**config.mk**
```make
export PLATFORM = sky130hd
export DESIGN_NAME = csbu_top
export DESIGN_NICKNAME = d
export VERILOG_FILES = /design/src/hw/csbu_pkg.sv /design/src/hw/csbu_flag_reg.sv /design/src/hw/csbu_top.sv
export SDC_FILE = /design/constraint.sdc
export NUM_CORES = 1
export LEC_CHECK = 0
export BUFFER_PORTS_ARGS = -buffer_cell sky130_fd_sc_hd__buf_4
export CELL_PAD_IN_SITES_DETAIL_PLACEMENT = 0
export CELL_PAD_IN_SITES_GLOBAL_PLACEMENT = 2
export CORE_ASPECT_RATIO = 0.9
export CORE_MARGIN = 4
export CORE_UTILIZATION = 33
export CTS_CLUSTER_DIAMETER = 200
export CTS_CLUSTER_SIZE = 25
export DETAILED_ROUTE_END_ITERATION = 10
export PLACE_DENSITY_LB_ADDON = 0.1
export SETUP_SLACK_MARGIN = 0.2
export SLEW_MARGIN = 15
export SYNTH_ARGS = -nofsm -noshare
export SYNTH_HDL_FRONTEND = slang
export SYNTH_SLANG_ARGS = --single-unit
```
**constraint.sdc**
```tcl
create_clock -name sys_clk -period 4.3 [get_ports sys_clk]
set_input_delay 0.645 -clock sys_clk [delete_from_list [all_inputs] [get_ports sys_clk]]
set_output_delay 0.645 -clock sys_clk [all_outputs]
set_load 0.02 [all_outputs]
```
**src/hw/csbu_pkg.sv**
```systemverilog
// Package of constants and types for the compare, skip and branch unit.
package csbu_pkg;

  // ----------------------------------------------------------------------
  // Status flag bit positions
  // ----------------------------------------------------------------------
  localparam int FLAG_C = 0;  // Carry.
  localparam int FLAG_Z = 1;  // Zero.
  localparam int FLAG_N = 2;  // Negative.
  localparam int FLAG_V = 3;  // Two's complement overflow.
  localparam int FLAG_S = 4;  // Sign, N xor V.
  localparam int FLAG_H = 5;  // Half carry.
  localparam int FLAG_T = 6;  // Transfer bit.
  localparam int FLAG_I = 7;  // Global interrupt enable.

  // ----------------------------------------------------------------------
  // Reset values and cycle counts
  // ----------------------------------------------------------------------
  localparam logic [7:0]  FLAGS_RESET      = 8'h00;
  localparam logic [15:0] PC_RESET         = 16'h0000;
  localparam logic [1:0]  CYC_ONE          = 2'h1;  // Single-cycle operations.
  localparam logic [1:0]  CYC_BRANCH_TAKEN = 2'h2;  // Taken branch.
  localparam logic [1:0]  CYC_SKIP_ONE     = 2'h2;  // Skip of a one-word instruction.
  localparam logic [1:0]  CYC_SKIP_TWO     = 2'h3;  // Skip of a two-word instruction.
  localparam logic [15:0] PC_STEP_ONE      = 16'h0001;
  localparam logic [15:0] PC_STEP_TWO      = 16'h0002;
  localparam logic [15:0] PC_STEP_THREE    = 16'h0003;

  // ----------------------------------------------------------------------
  // Operation codes presented by the decoder
  // ----------------------------------------------------------------------
  typedef enum logic [5:0] {
    CSBU_OP_NONE,
    CSBU_OP_COMPARE_REG_REG,
    CSBU_OP_COMPARE_REG_REG_WITH_CARRY,
    CSBU_OP_COMPARE_REG_IMMEDIATE,
    CSBU_OP_SKIP_REG_BIT_CLEAR,
    CSBU_OP_SKIP_REG_BIT_SET,
    CSBU_OP_SKIP_IO_BIT_CLEAR,
    CSBU_OP_SKIP_IO_BIT_SET,
    CSBU_OP_BRANCH_FLAG_SET,
    CSBU_OP_BRANCH_FLAG_CLEAR,
    CSBU_OP_BRANCH_EQUAL,
    CSBU_OP_BRANCH_NOT_EQUAL,
    CSBU_OP_BRANCH_CARRY_SET,
    CSBU_OP_BRANCH_CARRY_CLEAR,
    CSBU_OP_BRANCH_SAME_OR_HIGHER,
    CSBU_OP_BRANCH_LOWER,
    CSBU_OP_BRANCH_MINUS,
    CSBU_OP_BRANCH_PLUS,
    CSBU_OP_BRANCH_SIGNED_GE,
    CSBU_OP_BRANCH_SIGNED_LT,
    CSBU_OP_BRANCH_HALF_CARRY_SET,
    CSBU_OP_BRANCH_HALF_CARRY_CLEAR,
    CSBU_OP_BRANCH_TRANSFER_BIT_SET,
    CSBU_OP_BRANCH_TRANSFER_BIT_CLEAR,
    CSBU_OP_BRANCH_OVERFLOW_SET,
    CSBU_OP_BRANCH_OVERFLOW_CLEAR
  } csbu_op_e;

  // Execution state of the unit.
  typedef enum logic [1:0] {
    CSBU_ST_IDLE,
    CSBU_ST_BUSY
  } csbu_state_e;

endpackage

```
**src/hw/csbu_flag_reg.sv**
```systemverilog
// Status flag register with per-bit write enables, output from flip-flops.
`timescale 1ns/1ps
module csbu_flag_reg
  import csbu_pkg::*;
#(
  parameter int WIDTH = 8
) (
  input  wire logic             sys_clk,
  input  wire logic             rstn,
  input  wire logic [WIDTH-1:0] wr_mask,   // Bits to be replaced.
  input  wire logic [WIDTH-1:0] wr_data,   // New values for masked bits.
  output logic      [WIDTH-1:0] flags      // Registered flag value.
);

  // ----------------------------------------------------------------------
  // Next value per bit
  // ----------------------------------------------------------------------
  logic [WIDTH-1:0] next_flags;  // Merged flag value.

  // Each bit takes new data only where its mask is set.
  genvar gi;
  generate
    for (gi = 0; gi < WIDTH; gi++) begin : g_bit
      assign next_flags[gi] = wr_mask[gi] ? wr_data[gi] : flags[gi];
    end
  endgenerate

  // Register the flags; reset loads a constant.
  always_ff @(posedge sys_clk or negedge rstn) begin
    if (!rstn) begin
      flags <= WIDTH'(FLAGS_RESET);
    end else begin
      flags <= next_flags;
    end
  end

endmodule

```
**src/hw/csbu_top.sv**
```systemverilog
// Compare, skip-on-bit and conditional branch execution unit of an 8-bit core.
// Overview of operation
// [RULE1] Compares subtract, discard result, set five flags; the code sets six (C, Z, N, V, S, H).
// [RULE2] Skip when register bit is clear.
// [RULE3] Skip when register bit is set.
// [RULE4] Skip when I/O register bit clear.
// [RULE5] Skip when I/O register bit set.
// [RULE6] Branch when selected status bit is one.
// [RULE7] Branch when selected status bit is zero.
// [RULE8] Equal and not-equal branches test zero.
// [RULE9] Carry, lower, same-or-higher branches test carry.
// [RULE10] Minus and plus branches test negative flag.
// [RULE11] Signed greater-or-equal when N xor V zero.
// [RULE12] Signed less-than when N xor V one.
// [RULE13] Half-carry branches test half-carry flag.
// [RULE14] Transfer-bit branches test T flag.
// [RULE15] Overflow branches test overflow, flags unchanged.
// [RULE16] Branch 1/2 cycles; skip 1/2/3 cycles.
`timescale 1ns/1ps
module csbu_top
  import csbu_pkg::*;
#(
  parameter int PC_W = 16
) (
  input  wire logic            sys_clk,
  input  wire logic            rstn,
  input  wire logic            op_valid,       // Operation offered this cycle.
  input  csbu_op_e             op_code,        // Operation to execute.
  input  wire logic [7:0]      reg_a,          // Destination register operand.
  input  wire logic [7:0]      reg_b,          // Source register or immediate.
  input  wire logic [7:0]      io_value,       // Addressed I/O register value.
  input  wire logic [2:0]      bit_sel,        // Bit or status flag selector.
  input  wire logic [6:0]      branch_offset,  // Signed relative offset.
  input  wire logic            next_is_two_word, // Instruction after a skip is two words.
  input  wire logic [PC_W-1:0] pc_in,          // Address of this instruction.
  input  wire logic            flag_wr_en,     // External flag load (other groups).
  input  wire logic [7:0]      flag_wr_data,   // Flag value for external load.
  output logic                 op_ready,       // Unit can take an operation.
  output logic                 done,           // Operation finished, one-cycle pulse.
  output logic [PC_W-1:0]      pc_out,         // New program counter.
  output logic                 pc_load,        // Load pc_out, one-cycle pulse.
  output logic [1:0]           cycles_used,    // Cycles taken by last operation.
  output logic [7:0]           status_flags_register // Current status flags.
);

  // ----------------------------------------------------------------------
  // Compare arithmetic
  // ----------------------------------------------------------------------
  logic       use_carry;     // Carry-in applies to the subtraction.
  logic       is_compare;    // Operation is one of the compares.
  logic [8:0] diff;          // Nine-bit difference, bit 8 is the borrow.
  logic [4:0] diff_low;      // Low nibble difference for half carry.
  logic [7:0] cmp_flags;     // Flag values produced by a compare.
  logic [7:0] cmp_mask;      // Flags that a compare updates.
  logic       ovf;           // Signed overflow of the subtraction.

  // Subtraction with optional borrow; the result never leaves this block.
  always_comb begin
    is_compare = (op_code == CSBU_OP_COMPARE_REG_REG) ||
                 (op_code == CSBU_OP_COMPARE_REG_REG_WITH_CARRY) ||
                 (op_code == CSBU_OP_COMPARE_REG_IMMEDIATE);
    use_carry  = (op_code == CSBU_OP_COMPARE_REG_REG_WITH_CARRY);
    diff       = {1'b0, reg_a} - {1'b0, reg_b} -
                 {8'h00, use_carry & status_flags_register[FLAG_C]};  // see [RULE1]
    diff_low   = {1'b0, reg_a[3:0]} - {1'b0, reg_b[3:0]} -
                 {4'h0, use_carry & status_flags_register[FLAG_C]};
    ovf        = (reg_a[7] & ~reg_b[7] & ~diff[7]) | (~reg_a[7] & reg_b[7] & diff[7]);
    cmp_flags  = 8'h00;
    cmp_flags[FLAG_C] = diff[8];
    cmp_flags[FLAG_H] = diff_low[4];
    cmp_flags[FLAG_N] = diff[7];
    cmp_flags[FLAG_V] = ovf;
    cmp_flags[FLAG_S] = diff[7] ^ ovf;
    // With carry the zero flag can only stay or clear, so multi-byte compares chain.
    if (use_carry) begin
      cmp_flags[FLAG_Z] = (diff[7:0] == 8'h00) & status_flags_register[FLAG_Z];
    end else begin
      cmp_flags[FLAG_Z] = (diff[7:0] == 8'h00);
    end
    cmp_mask = 8'h00;
    cmp_mask[FLAG_C] = 1'b1;
    cmp_mask[FLAG_Z] = 1'b1;
    cmp_mask[FLAG_N] = 1'b1;
    cmp_mask[FLAG_V] = 1'b1;
    cmp_mask[FLAG_S] = 1'b1;
    cmp_mask[FLAG_H] = 1'b1;  // see [RULE1]
  end

  // ----------------------------------------------------------------------
  // Condition evaluation for skips and branches
  // ----------------------------------------------------------------------
  logic       is_skip;       // Operation is a skip.
  logic       is_branch;     // Operation is a branch.
  logic       cond;          // Skip or branch condition holds.
  logic [7:0] sf;            // Short alias of the flags.

  // Every branch and skip leaves the flags alone; only cond, is_skip and is_branch are produced here.
  always_comb begin
    sf        = status_flags_register;
    is_skip   = 1'b1;
    is_branch = 1'b0;
    cond      = 1'b0;
    case (op_code)
      CSBU_OP_SKIP_REG_BIT_CLEAR:        cond = ~reg_a[bit_sel];          // see [RULE2]
      CSBU_OP_SKIP_REG_BIT_SET:          cond = reg_a[bit_sel];           // see [RULE3]
      CSBU_OP_SKIP_IO_BIT_CLEAR:         cond = ~io_value[bit_sel];       // see [RULE4]
      CSBU_OP_SKIP_IO_BIT_SET:           cond = io_value[bit_sel];        // see [RULE5]
      default: begin
        is_skip   = 1'b0;
        is_branch = 1'b1;
        case (op_code)
          CSBU_OP_BRANCH_FLAG_SET:           cond = sf[bit_sel];           // see [RULE6]
          CSBU_OP_BRANCH_FLAG_CLEAR:         cond = ~sf[bit_sel];          // see [RULE7]
          CSBU_OP_BRANCH_EQUAL:              cond = sf[FLAG_Z];            // see [RULE8]
          CSBU_OP_BRANCH_NOT_EQUAL:          cond = ~sf[FLAG_Z];           // see [RULE8]
          CSBU_OP_BRANCH_CARRY_SET:          cond = sf[FLAG_C];            // see [RULE9]
          CSBU_OP_BRANCH_LOWER:              cond = sf[FLAG_C];            // see [RULE9]
          CSBU_OP_BRANCH_CARRY_CLEAR:        cond = ~sf[FLAG_C];           // see [RULE9]
          CSBU_OP_BRANCH_SAME_OR_HIGHER:     cond = ~sf[FLAG_C];           // see [RULE9]
          CSBU_OP_BRANCH_MINUS:              cond = sf[FLAG_N];            // see [RULE10]
          CSBU_OP_BRANCH_PLUS:               cond = ~sf[FLAG_N];           // see [RULE10]
          CSBU_OP_BRANCH_SIGNED_GE:          cond = ~(sf[FLAG_N] ^ sf[FLAG_V]); // see [RULE11]
          CSBU_OP_BRANCH_SIGNED_LT:          cond = sf[FLAG_N] ^ sf[FLAG_V];    // see [RULE12]
          CSBU_OP_BRANCH_HALF_CARRY_SET:     cond = sf[FLAG_H];            // see [RULE13]
          CSBU_OP_BRANCH_HALF_CARRY_CLEAR:   cond = ~sf[FLAG_H];           // see [RULE13]
          CSBU_OP_BRANCH_TRANSFER_BIT_SET:   cond = sf[FLAG_T];            // see [RULE14]
          CSBU_OP_BRANCH_TRANSFER_BIT_CLEAR: cond = ~sf[FLAG_T];           // see [RULE14]
          CSBU_OP_BRANCH_OVERFLOW_SET:       cond = sf[FLAG_V];            // see [RULE15]
          CSBU_OP_BRANCH_OVERFLOW_CLEAR:     cond = ~sf[FLAG_V];           // see [RULE15]
          default: begin
            is_branch = 1'b0;
            cond      = 1'b0;
          end
        endcase
      end
    endcase
  end

  // ----------------------------------------------------------------------
  // Flag register
  // ----------------------------------------------------------------------
  logic [7:0] flag_mask;     // Flags written this cycle.
  logic [7:0] flag_data;     // Values written this cycle.
  logic       accept;        // Operation is accepted this cycle.

  // A compare has priority over an external load in the same cycle,
  // since the compare is the instruction the core is actually executing.
  always_comb begin
    accept    = op_valid && op_ready;
    flag_mask = 8'h00;
    flag_data = flag_wr_data;
    if (accept && is_compare) begin
      flag_mask = cmp_mask;                 // see [RULE1]
      flag_data = cmp_flags;
    end else if (flag_wr_en) begin
      flag_mask = 8'hff;
    end
  end

  csbu_flag_reg #(
    .WIDTH (8)
  ) u_flags (
    .sys_clk (sys_clk),
    .rstn    (rstn),
    .wr_mask (flag_mask),
    .wr_data (flag_data),
    .flags   (status_flags_register)
  );

  // ----------------------------------------------------------------------
  // Sequencer: counts out the extra cycles of taken branches and skips
  // ----------------------------------------------------------------------
  csbu_state_e      state;         // Current state.
  csbu_state_e      next_state;    // Next state.
  logic [1:0]       wait_cnt;      // Extra cycles still to spend after the current one.
  logic [1:0]       next_wait_cnt;
  logic [PC_W-1:0]  next_pc_out;
  logic             next_pc_load;
  logic             next_done;
  logic             next_op_ready;
  logic [1:0]       next_cycles_used;
  logic [1:0]       total;         // Cycles for the accepted operation.
  logic [PC_W-1:0]  target;        // Address the operation continues at.

  // pc_out takes the new PC at the accepting edge and pc_load marks it at the end of the last cycle, so
  // a consumer sees pc_load and done together after 1, 2 or 3 cycles.
  always_comb begin
    next_state       = state;
    next_wait_cnt    = wait_cnt;
    next_pc_out      = pc_out;
    next_pc_load     = 1'b0;
    next_done        = 1'b0;
    next_op_ready    = op_ready;
    next_cycles_used = cycles_used;
    total            = CYC_ONE;
    target           = pc_in + PC_W'(PC_STEP_ONE);
    if (is_branch && cond) begin
      // Sign-extended offset plus one.
      target = pc_in + {{(PC_W-7){branch_offset[6]}}, branch_offset} + PC_W'(PC_STEP_ONE);
      total  = CYC_BRANCH_TAKEN;                                      // see [RULE16]
    end else if (is_skip && cond) begin
      target = next_is_two_word ? pc_in + PC_W'(PC_STEP_THREE)
                                : pc_in + PC_W'(PC_STEP_TWO);
      total  = next_is_two_word ? CYC_SKIP_TWO : CYC_SKIP_ONE;        // see [RULE16]
    end
    case (state)
      CSBU_ST_IDLE: begin
        if (accept) begin
          next_pc_out      = target;
          next_cycles_used = total;
          if (total == CYC_ONE) begin
            next_pc_load = 1'b1;
            next_done    = 1'b1;
          end else begin
            // Hold off new work while the extra cycles run.
            next_wait_cnt = total - CYC_ONE - 2'h1;
            next_op_ready = 1'b0;
            next_state    = CSBU_ST_BUSY;
          end
        end
      end
      CSBU_ST_BUSY: begin
        if (wait_cnt == 2'h0) begin
          next_pc_load  = 1'b1;
          next_done     = 1'b1;
          next_op_ready = 1'b1;
          next_state    = CSBU_ST_IDLE;
        end else begin
          next_wait_cnt = wait_cnt - 2'h1;
        end
      end
      default: begin
        next_state    = CSBU_ST_IDLE;
        next_op_ready = 1'b1;
      end
    endcase
  end

  // Register the sequencer.
  always_ff @(posedge sys_clk or negedge rstn) begin
    if (!rstn) begin
      state       <= CSBU_ST_IDLE;
      wait_cnt    <= 2'h0;
      pc_out      <= PC_W'(PC_RESET);
      pc_load     <= 1'b0;
      done        <= 1'b0;
      op_ready    <= 1'b1;
      cycles_used <= 2'h0;
    end else begin
      state       <= next_state;
      wait_cnt    <= next_wait_cnt;
      pc_out      <= next_pc_out;
      pc_load     <= next_pc_load;
      done        <= next_done;
      op_ready    <= next_op_ready;
      cycles_used <= next_cycles_used;
    end
  end

endmodule

```
**Yosys cells after proc, flatten, opt, wreduce, memory -nomap -nowiden**

Cells that the tools add are included.

- Register bits after elaboration: 32
- Latch bits: 0
- Bits in writable memories: 0
- Bits in read-only memories: 0
- Input port bits: 69
- Output and inout port bits: 29
- Logic and storage cells: 134
- Memories kept: 0

- $add $sub $neg: 12
- Multipliers: 0
- Div/mod/pow operators: 0
- $lt $le $gt $ge: 1
- Equality and inequality tests: 31
- Shift-type cells: 0
- Muxes and demuxes: 37
- Bitwise logic cells: 22
- Reductions and logical operators: 17

Operators by type and width:

| kind | number |
|---|---|
| equality test 6 x 5 -> 1 bit (second input constant) | 10 |
| equality test 6 x 4 -> 1 bit (second input constant) | 8 |
| 2-to-1 mux 16 bit | 3 |
| adder 16 x 1 -> 16 bit (second input constant) | 2 |
| adder 16 x 2 -> 16 bit (second input constant) | 2 |
| equality test 6 x 3 -> 1 bit (second input constant) | 4 |
| 2-to-1 mux 8 bit | 3 |
| OR reduction 18 bit | 1 |
| adder 16 bit | 1 |
| 2-to-1 mux 2 bit | 8 |
| case mux 1 bit (16 select lines) | 1 |
| 2-to-1 mux 1 bit | 14 |
| NOT 1 bit | 13 |
| equality test 6 x 2 -> 1 bit (second input constant) | 2 |
| binary-select mux 1 bit (select 3 bit) | 3 |
| subtractor 8 x 8 -> 9 bit | 1 |
| subtractor 9 x 1 -> 9 bit | 1 |
| logical NOT 8 bit | 1 |
| != test 2 bit (second input constant) | 4 |
| case mux 2 bit (2 select lines) | 2 |
| AND 1 bit | 6 |
| equality test 6 x 1 -> 1 bit (second input constant) | 1 |
| subtractor 2 x 1 -> 2 bit (second input constant) | 3 |
| subtractor 4 x 4 -> 5 bit | 1 |
| other kinds (16) | 25 |

**Depth between registers and ports, before layout**

Gate-level depths: netlist (run 1).

- Depth in word-level cells: 13
- Depth in mapped cells: 14
- Depth with buffers taken out: 13

**Hierarchy**

From an unflattened synthesis (run 1), not the netlist that was laid out.

- Cells, all modules: 417
- Area, all modules: 3528.4 µm²

By module, submodules not included:

| module | times used | cells an instance | area an instance (µm²) | sequential area each (µm²) |
|---|---|---|---|---|
| csbu_top | 1 | 401 | 3208.1 | 576.8 |
| csbu_flag_reg | 1 | 16 | 320.3 | 200.2 |

**Worst setup path before layout (run 1)**

OpenSTA, ideal clock, no wires.

- Kind: in2reg
- From: in op_code[2]
- To: reg u_flags.flags[1]
- Setup time: 0.086 ns
- Arrival: 3.497 ns
- Required time: 4.214 ns
- Slack: 0.718 ns
- Cell stages on the path: 14
- Path buffers: 1
- Cell sequence: clkbuf_1 -> nor4_1 -> nand4_1 -> fa_1 -> inv_1 -> ha_1 -> o21ai_0 -> nand3b_1 -> a21oi_1 -> o21bai_1 -> mux2i_1 -> nand2_1 -> or4_1 -> a32oi_1

- Word-level cells in the longest chain between the ends: 7
- Elaborated cells on any way between the ends: 13
- Classes of those cells: add/sub (1); eq/ne (3); mux (3); bitwise (2); reduce/logical (4)

Ends and longest elaborated chain:

| what | RTL line | source |
|---|---|---|
| from (decl) | csbu_top.sv:28 | `input csbu_op_e op_code,` |
| equality test 6 x 2 -> 1 bit | csbu_top.sv:60, csbu_top.sv:62 |  |
| AND 1 bit | csbu_top.sv:64 | `{8'h00, use_carry & status_flags_register[FLAG_C]};` |
| subtractor 9 x 1 -> 9 bit | csbu_top.sv:63 | `diff = {1'b0, reg_a} - {1'b0, reg_b} -` |
| logical NOT 8 bit | csbu_top.sv:76, csbu_top.sv:78 |  |
| AND 1 bit | csbu_top.sv:76 | `cmp_flags[FLAG_Z] = (diff[7:0] == 8'h00) & status_flags_register[FLAG_Z];` |
| 2-to-1 mux 1 bit | csbu_top.sv:75 | `if (use_carry) begin` |
| 2-to-1 mux 8 bit | csbu_top.sv:152 | `if (accept && is_compare) begin` |
| to (signal assigned) | csbu_flag_reg.sv:31 | `flags <= WIDTH'(FLAGS_RESET);` |
| to (signal assigned) | csbu_flag_reg.sv:33 | `flags <= next_flags;` |
| to (decl) | csbu_flag_reg.sv:12 | `output logic [WIDTH-1:0] flags` |

Parallel ways exist; a longest one is shown, timed or not.
A chain may end at the register's enable or synchronous reset.

**Worst setup path in the final report (run 1)**

Ends and elaborated chain as after synthesis.

==> impl_results.md, run 1 <==
- Outcome: complete, no violations
- Net count, final: roughly 600
- Critical path's top delay family: simple AND/OR/NAND/NOR gates
- Clock Pin Slew Worst Setup and Hold Paths: 0.06 ns
- F_max: 276 MHz
- Dpl hpwl: slightly above 8000 µm
- Final setup fails: 0
- Synth Instances: approximately 400
- Yosys cell types: 61
- VDD IR-drop max: ~0.26 mV
- WP data required: 4.49 ns
- Yosys reg bits: 31
- DIE WIDTH: 116 µm
- Largest net degree at the start of global routing: 33
- Initial DRC Count: a little under 100
- PostCTS Resize Cnt: 0
- Syn_area_per_cell: between 8 and 9 µm²
- Via count: 3192
- First-pass GRT wire length: 16200 µm
- Die height: between 100 and 150 µm
- Post-synth top area share: 0.218
- Clk buf depth: 2
- Most frequent cells in the layout: buf_4, inv_1, nand2_1
- Setup TNS: 0 ns
- GRT overflow: 0
- Syn_nets: 510
- EDFF count, synth: 0
- Antenna viol nets, final: 0
- Largest area contributor in the netlist: dfrtp_1
- DR pass1 iterations: 4
- Maxcap violations: 0
- Final Cycle Share: 0.844
- Fillers: slightly above 1000
- Die ar.: 12100 µm²
- Skew-Pair Late Insertion Delay: 0.28 ns
- FFs w/ async S/R, synth: 1.00
- Synth top area cells: dfrtp_1, ha_1, xnor2_1, mux4_2, inv_1
- Leak: 2.11 nW
- CP endpoint kind: register
- Register-to-Register Path Depth: 12
- Port-buffer cells: 97
- Critical Path AT: 3.82 ns
- Slowest CP cell: fa_1
- Worst slew pin tran: around 0.66 ns
- CTS H-tree depth: 2
- Slowest cell delay on critical path: 0.54 ns
- Initial Utilization: 0.337
- Core area: 10200 µm²
- DRC viols: 0
- Syn Std Cell Area: ~3400 µm²
- Most common cell after layout, fill and taps aside: buf_4
- Reg2reg start: u_flags.flags[0]
- CP bufs+invs: 2
- Worst hold-check path type: input port to asynchronous set/reset pin
- Worst setup margin: 0.672 ns
- Num Clock Sinks: 31
- Max FO, Critical Path: 9
- R2r endpoint: u_flags.flags[1]
- Post-route minimum period: 3.63 ns
- Via/cell ratio: 5.12
- CTS tree: done
- Share of cells above drive strength 1: 0.248
- ANT cells: 0
- Filler-free cell count of the finished design: 624
- CTS Root Cell: clkbuf_16
- Total Wirelength: 10100 µm
- Row cnt: 35
- Post-synthesis to final-layout area growth: 28.4%
- Setup WS pre-CTS: between 0.3 and 0.4 ns
- Crit path launch type: input port
- Fin. Hold Viols: 0
- Final-report max-slew violation count: 0
- Dominant synthesized flop cell: dfrtp_1
- Hold-fix buffers, CTS: 0
- Clock skew: between 0.004 and 0.005 ns
- Yosys Warn Count: 0
- Sequential area share after synthesis: 0.226
- Post-CTS setup buffers: 0
- Antenna violations before repair: 0
- Placed cells: 616
- CTS Buf Count: 5
- R2R Setup Slk: ~1.1 ns
- Worst-path cell chain: buf_4, nor4_1, nand4_1, fa_1, inv_1, ha_1, o21ai_0, nand3b_1, a21oi_1, o21bai_1, mux2i_1, nand2_1, or4_1, a32oi_1
- Critical path class: input port to register
- Power Density: 379 nW/µm²
- Gr usage total: 0.168
- Routed WL per cell: between 15 and 20 µm
- IO Pins: 98
- Rel. slew slack: 0.555
- RSZ-0062 raised after global routing: no
- Final GP Congestion: 0.830
- Vias in the first global route: 3150
-- registers in the layout, summed over array words and instances, names as in the netlist --
signal / flops
cycles_used: 2
u_flags.flags: 8
state: 1
wait_cnt: 2
pc_out: 16
op_ready: 1
pc_load: 1
-- metal layers --
layer,track usage,vias up,part of all wire
met1,0.259,1479,0.49
met5,0,-,0
li1,-,1630,-
met2,0.247,74,0.44
met4,0.0268,0,0.0058
met3,0.0290,9,0.066
-- through the flow --
stage | hold slack [ns] | utilization | instance area, µm² | total power, W
after floorplan | 0.349 | - | 3440 | 0.00101
after global placement | 0.463 | 0.419 | 4280 | 0.00134
after detailed placement | 0.468 | 0.419 | 4280 | 0.00135
after CTS | 0.346 | 0.433 | 4420 | 0.00170
after global routing | 0.359 | 0.433 | 4420 | 0.00181
final | 0.326 | 0.433 | 4420 | 0.00167
-- cell families after synthesis --
family          count (synthesis)  synth area share
fa+ha+maj                      38             0.145
buf+inv                        54            0.0611
mux                            27             0.110
xor+xnor                       39            0.0993
flops                          31             0.226
simple gates                  115             0.168
compound gates                 99             0.191
-- power breakdown --
part | switching [W] | internal (W)
logic | 0.000466 | 0.000383
registers | 0.0000738 | 0.000407
clock network | 0.000129 | 0.000215
total | 0.000669 | 0.00101
-- area by class of cell --
class	count	area (µm²)	area share
inverters	39	146	0.0332
flip-flops and latches	31	777	0.176
clock buffers	8	136	0.0309
multi-input cells	318	2450	0.555
well taps	129	161	0.0366
repair buffers	99	743	0.168
-- Yosys cell counts (3+ instances only) --
cell and n:
nor4_1 3, o21ai_0 22, mux2_2 5, nand3_1 14
inv_1 39, mux2i_1 13, o221ai_1 4, nand4_1 3
o21ai_1 3, and3_1 5, a32oi_1 3, buf_2 3
dfrtp_1 30, a21o_1 8, xnor2_1 25, mux4_2 7
fa_1 3, nand2b_1 8, o21a_1 3, nor3_1 5
o211ai_1 4, a31oi_1 4, nor2b_1 3, a21oi_1 21
clkbuf_1 11, o21bai_1 5, ha_1 35, nor2_1 20
o31a_1 3, xor2_1 14, nand2_1 38
-- worst max path at each step --
stage / from / end / cells past startpoint
after global placement: op_code[2] / u_flags.flags[1] / 14
final: op_code[2] / u_flags.flags[1] / 14
after CTS: op_code[2] / u_flags.flags[1] / 14
after global routing: op_code[2] / u_flags.flags[1] / 14
after floorplan: op_code[2] / u_flags.flags[1] / 14
after detailed placement: op_code[2] / u_flags.flags[1] / 14
No activity file was read; power rests on OpenSTA's default activity.
==> run 2, diff against run 1 <==
--- a/config.mk
+++ b/config.mk
@@ -10,7 +10,7 @@
 export CELL_PAD_IN_SITES_GLOBAL_PLACEMENT = 2
 export CORE_ASPECT_RATIO = 0.9
 export CORE_MARGIN = 4
-export CORE_UTILIZATION = 33
+export CORE_UTILIZATION = 31
 export CTS_CLUSTER_DIAMETER = 200
 export CTS_CLUSTER_SIZE = 25
 export DETAILED_ROUTE_END_ITERATION = 10
==> constraint.sdc (replaced) <==
create_clock -name sys_clk -period 3.4 [get_ports sys_clk]
set_input_delay 0.51 -clock sys_clk [delete_from_list [all_inputs] [get_ports sys_clk]]
set_output_delay 0.51 -clock sys_clk [all_outputs]
set_load 0.02 [all_outputs]
==> impl_results.md, run 2 (synthesis results as in run 1) <==
- Fillers: 1097 (was 1030)
- CTS tree: done (unchanged)
- Clock skew: 0.00269 ns (was 0.00483 ns)
- Placed cells: 652 (was 616)
- Clock Pin Slew Worst Setup and Hold Paths: 0.05 ns (was 0.06 ns)
- Initial Utilization: 0.317 (was 0.337)
- Worst slew pin tran: 0.626 ns (was 0.658 ns)
- Antenna viol nets, final: 0 (unchanged)
- Maxcap violations: 0 (unchanged)
- Final GP Congestion: 0.816 (was 0.830)
- Post-synthesis to final-layout area growth: 34.1% (was 28.4%)
- Final Cycle Share: 0.905
- IO Pins: 98 (unchanged)
- Most frequent cells in the layout: buf_4, inv_1, nand2_1 (unchanged)
- Vias in the first global route: 3220 (was 3150)
- Critical Path AT: 3.27 ns (was 3.82 ns)
- Minimum hold slack: 0.172 ns (was 0.326 ns)
- Crit. Startpoint: op_code[5] (was op_code[2])
- Antenna violations before repair: 0 (unchanged)
- RSZ-0062 raised after global routing: yes (was no)
- Slowest cell delay on critical path: 0.46 ns (was 0.54 ns)
- WP data required: 3.59 ns (was 4.49 ns)
- F_max: roughly 330 MHz
- Worst-path cell chain: buf_4, nor4_4, nand4_1, fa_2, fa_1, nand2b_1, a21oi_2, o21bai_1, a21oi_2, xnor2_1, or4_1, a32oi_1 (was buf_4, nor4_1, nand4_1, fa_1, inv_1, ha_1, o21ai_0, nand3b_1, a21oi_1, o21bai_1, mux2i_1, nand2_1, or4_1, a32oi_1)
- Gr usage total: 0.164 (was 0.168)
- VDD IR-drop max: 0.214 mV (was 0.263 mV)
- DR pass1 iterations: 4 (unchanged)
- Routed WL per cell: 15.8 µm (was 16.2 µm)
- Most common cell after layout, fill and taps aside: buf_4 (unchanged)
- Skew-Pair Late Insertion Delay: 0.28 ns (about the same)
- Final-report max-slew violation count: 0 (unchanged)
- Die height: 108 µm (was 105 µm)
- Dpl hpwl: 8470 µm (was 8200 µm)
- Power Density: 479 nW/µm² (was 379 nW/µm²)
- Clk buf depth: 2 (unchanged)
- Net count, final: 616 (was 601)
- Max FO, Critical Path: 6 (was 9)
- ANT cells: 0 (unchanged)
- Final setup fails: 0 (unchanged)
- Largest net degree at the start of global routing: 33 (unchanged)
- Core area: 10900 µm² (was 10200 µm²)
- DIE WIDTH: 119 µm (was 116 µm)
- CTS H-tree depth: 2 (unchanged)
- CTS Buf Count: 5 (unchanged)
- First-pass GRT wire length: 16800 µm (was 16200 µm)
- Leak: 2.20 nW (was 2.11 nW)
- DRC viols: 0 (unchanged)
- Outcome: complete, no violations (unchanged)
- Rel. slew slack: 0.583 (was 0.555)
- Hold-fix buffers, CTS: 0 (unchanged)
- CP endpoint kind: register (unchanged)
- CTS Root Cell: clkbuf_16 (unchanged)
- Largest regs: pc_out: 16 flops, u_flags.flags: 8 flops (unchanged)
- Setup TNS: 0 ns (unchanged)
- Share of cells above drive strength 1: 0.284 (was 0.248)
- Num Clock Sinks: 31 (unchanged)
- Critical path class: input port to register (unchanged)
- Slowest CP cell: or4_1 (was fa_1)
- Total Wirelength: 10500 µm (was 10100 µm)
- Post-route minimum period: about 3.1 ns
- Max reg flops: 16 (unchanged)
- Worst hold-check path type: input port to asynchronous set/reset pin (unchanged)
- Top cell by count, worst path: a21oi_2
- Filler-free cell count of the finished design: 662 (was 624)
- Port-buffer cells: 97 (unchanged)
- Via count: 3248 (was 3192)
- GRT overflow: 0 (unchanged)
- Initial DRC Count: 209 (was 99)
- Fin. Hold Viols: 0 (unchanged)
- Power, Total: 0.00221 W (was 0.00167 W)
- Row cnt: 36 (was 35)
- Reg2reg start: u_flags.flags[0] (unchanged)
- Largest Register: pc_out (unchanged)
- Die ar.: 12800 µm² (was 12100 µm²)
- Crit path launch type: input port (unchanged)
- Via/cell ratio: 4.91 (was 5.12)
[run 2: timing repair]
item | 4_1_cts | 5_1_grt
endpoints found under the setup margin | 0 | 12
setup buffers | 0 | 2
gates resized for setup | 0 | 2
[run 2: worst paths after layout]
kind / endpoint / slack (ns) / cells after the start
max: u_flags.flags[1] / 0.32 / 12
min: cycles_used[1] / 0.17 / 1
max reg2reg: u_flags.flags[1] / 0.48 / 10
min reg2reg: cycles_used[1] / 0.48 / 1
max in group asynchronous: op_ready / 2.90 / 1
min in group sys_clk: u_flags.flags[7] / 0.47 / 2
[run 2: report_power, final]
| part | switching [W] | internal [W] |
|---|---|---|
| Combinational | 0.000611 | 0.000511 |
| Clock | 0.000166 | 0.000312 |
| Sequential | 0.0000929 | 0.000515 |
| Total | 0.000870 | 0.00134 |
[run 2: final cells by class]
class	instances	area, µm²	area share
Tap cell	152	190	0.0412
Clock buffer	8	156	0.0339
Timing Repair Buffer	114	856	0.186
Inverter	39	146	0.0318
Sequential cell	31	777	0.169
Multi-Input combinational cell	318	2480	0.539
[run 2: critical path: cells and delay by family]
kind            cells  cell delay (ns)
compound gates      4             0.65
fa+ha+maj           2             0.76
simple gates        4             1.12
buf+inv             1             0.14
xor+xnor            1             0.08
[run 2: metrics by stage]
| stage | setup slack (ns) | util | area, µm² |
|---|---|---|---|
| floorplan | 0.154 | - | 3480 |
| global placement | -0.00617 | 0.408 | 4430 |
| detailed placement | -0.0594 | 0.408 | 4430 |
| CTS | 0.220 | 0.422 | 4590 |
| global route | 0.134 | 0.425 | 4610 |
| finish | 0.324 | 0.425 | 4610 |
[run 2: layer usage]
layer | vias up | routed length, µm | GRT usage
met5 | - | 0 | 0
met4 | 0 | 66 | 0.0347
met3 | 5 | 517 | 0.0315
met2 | 70 | 4470 | 0.236
met1 | 1516 | 5430 | 0.252
li1 | 1657 | - | -
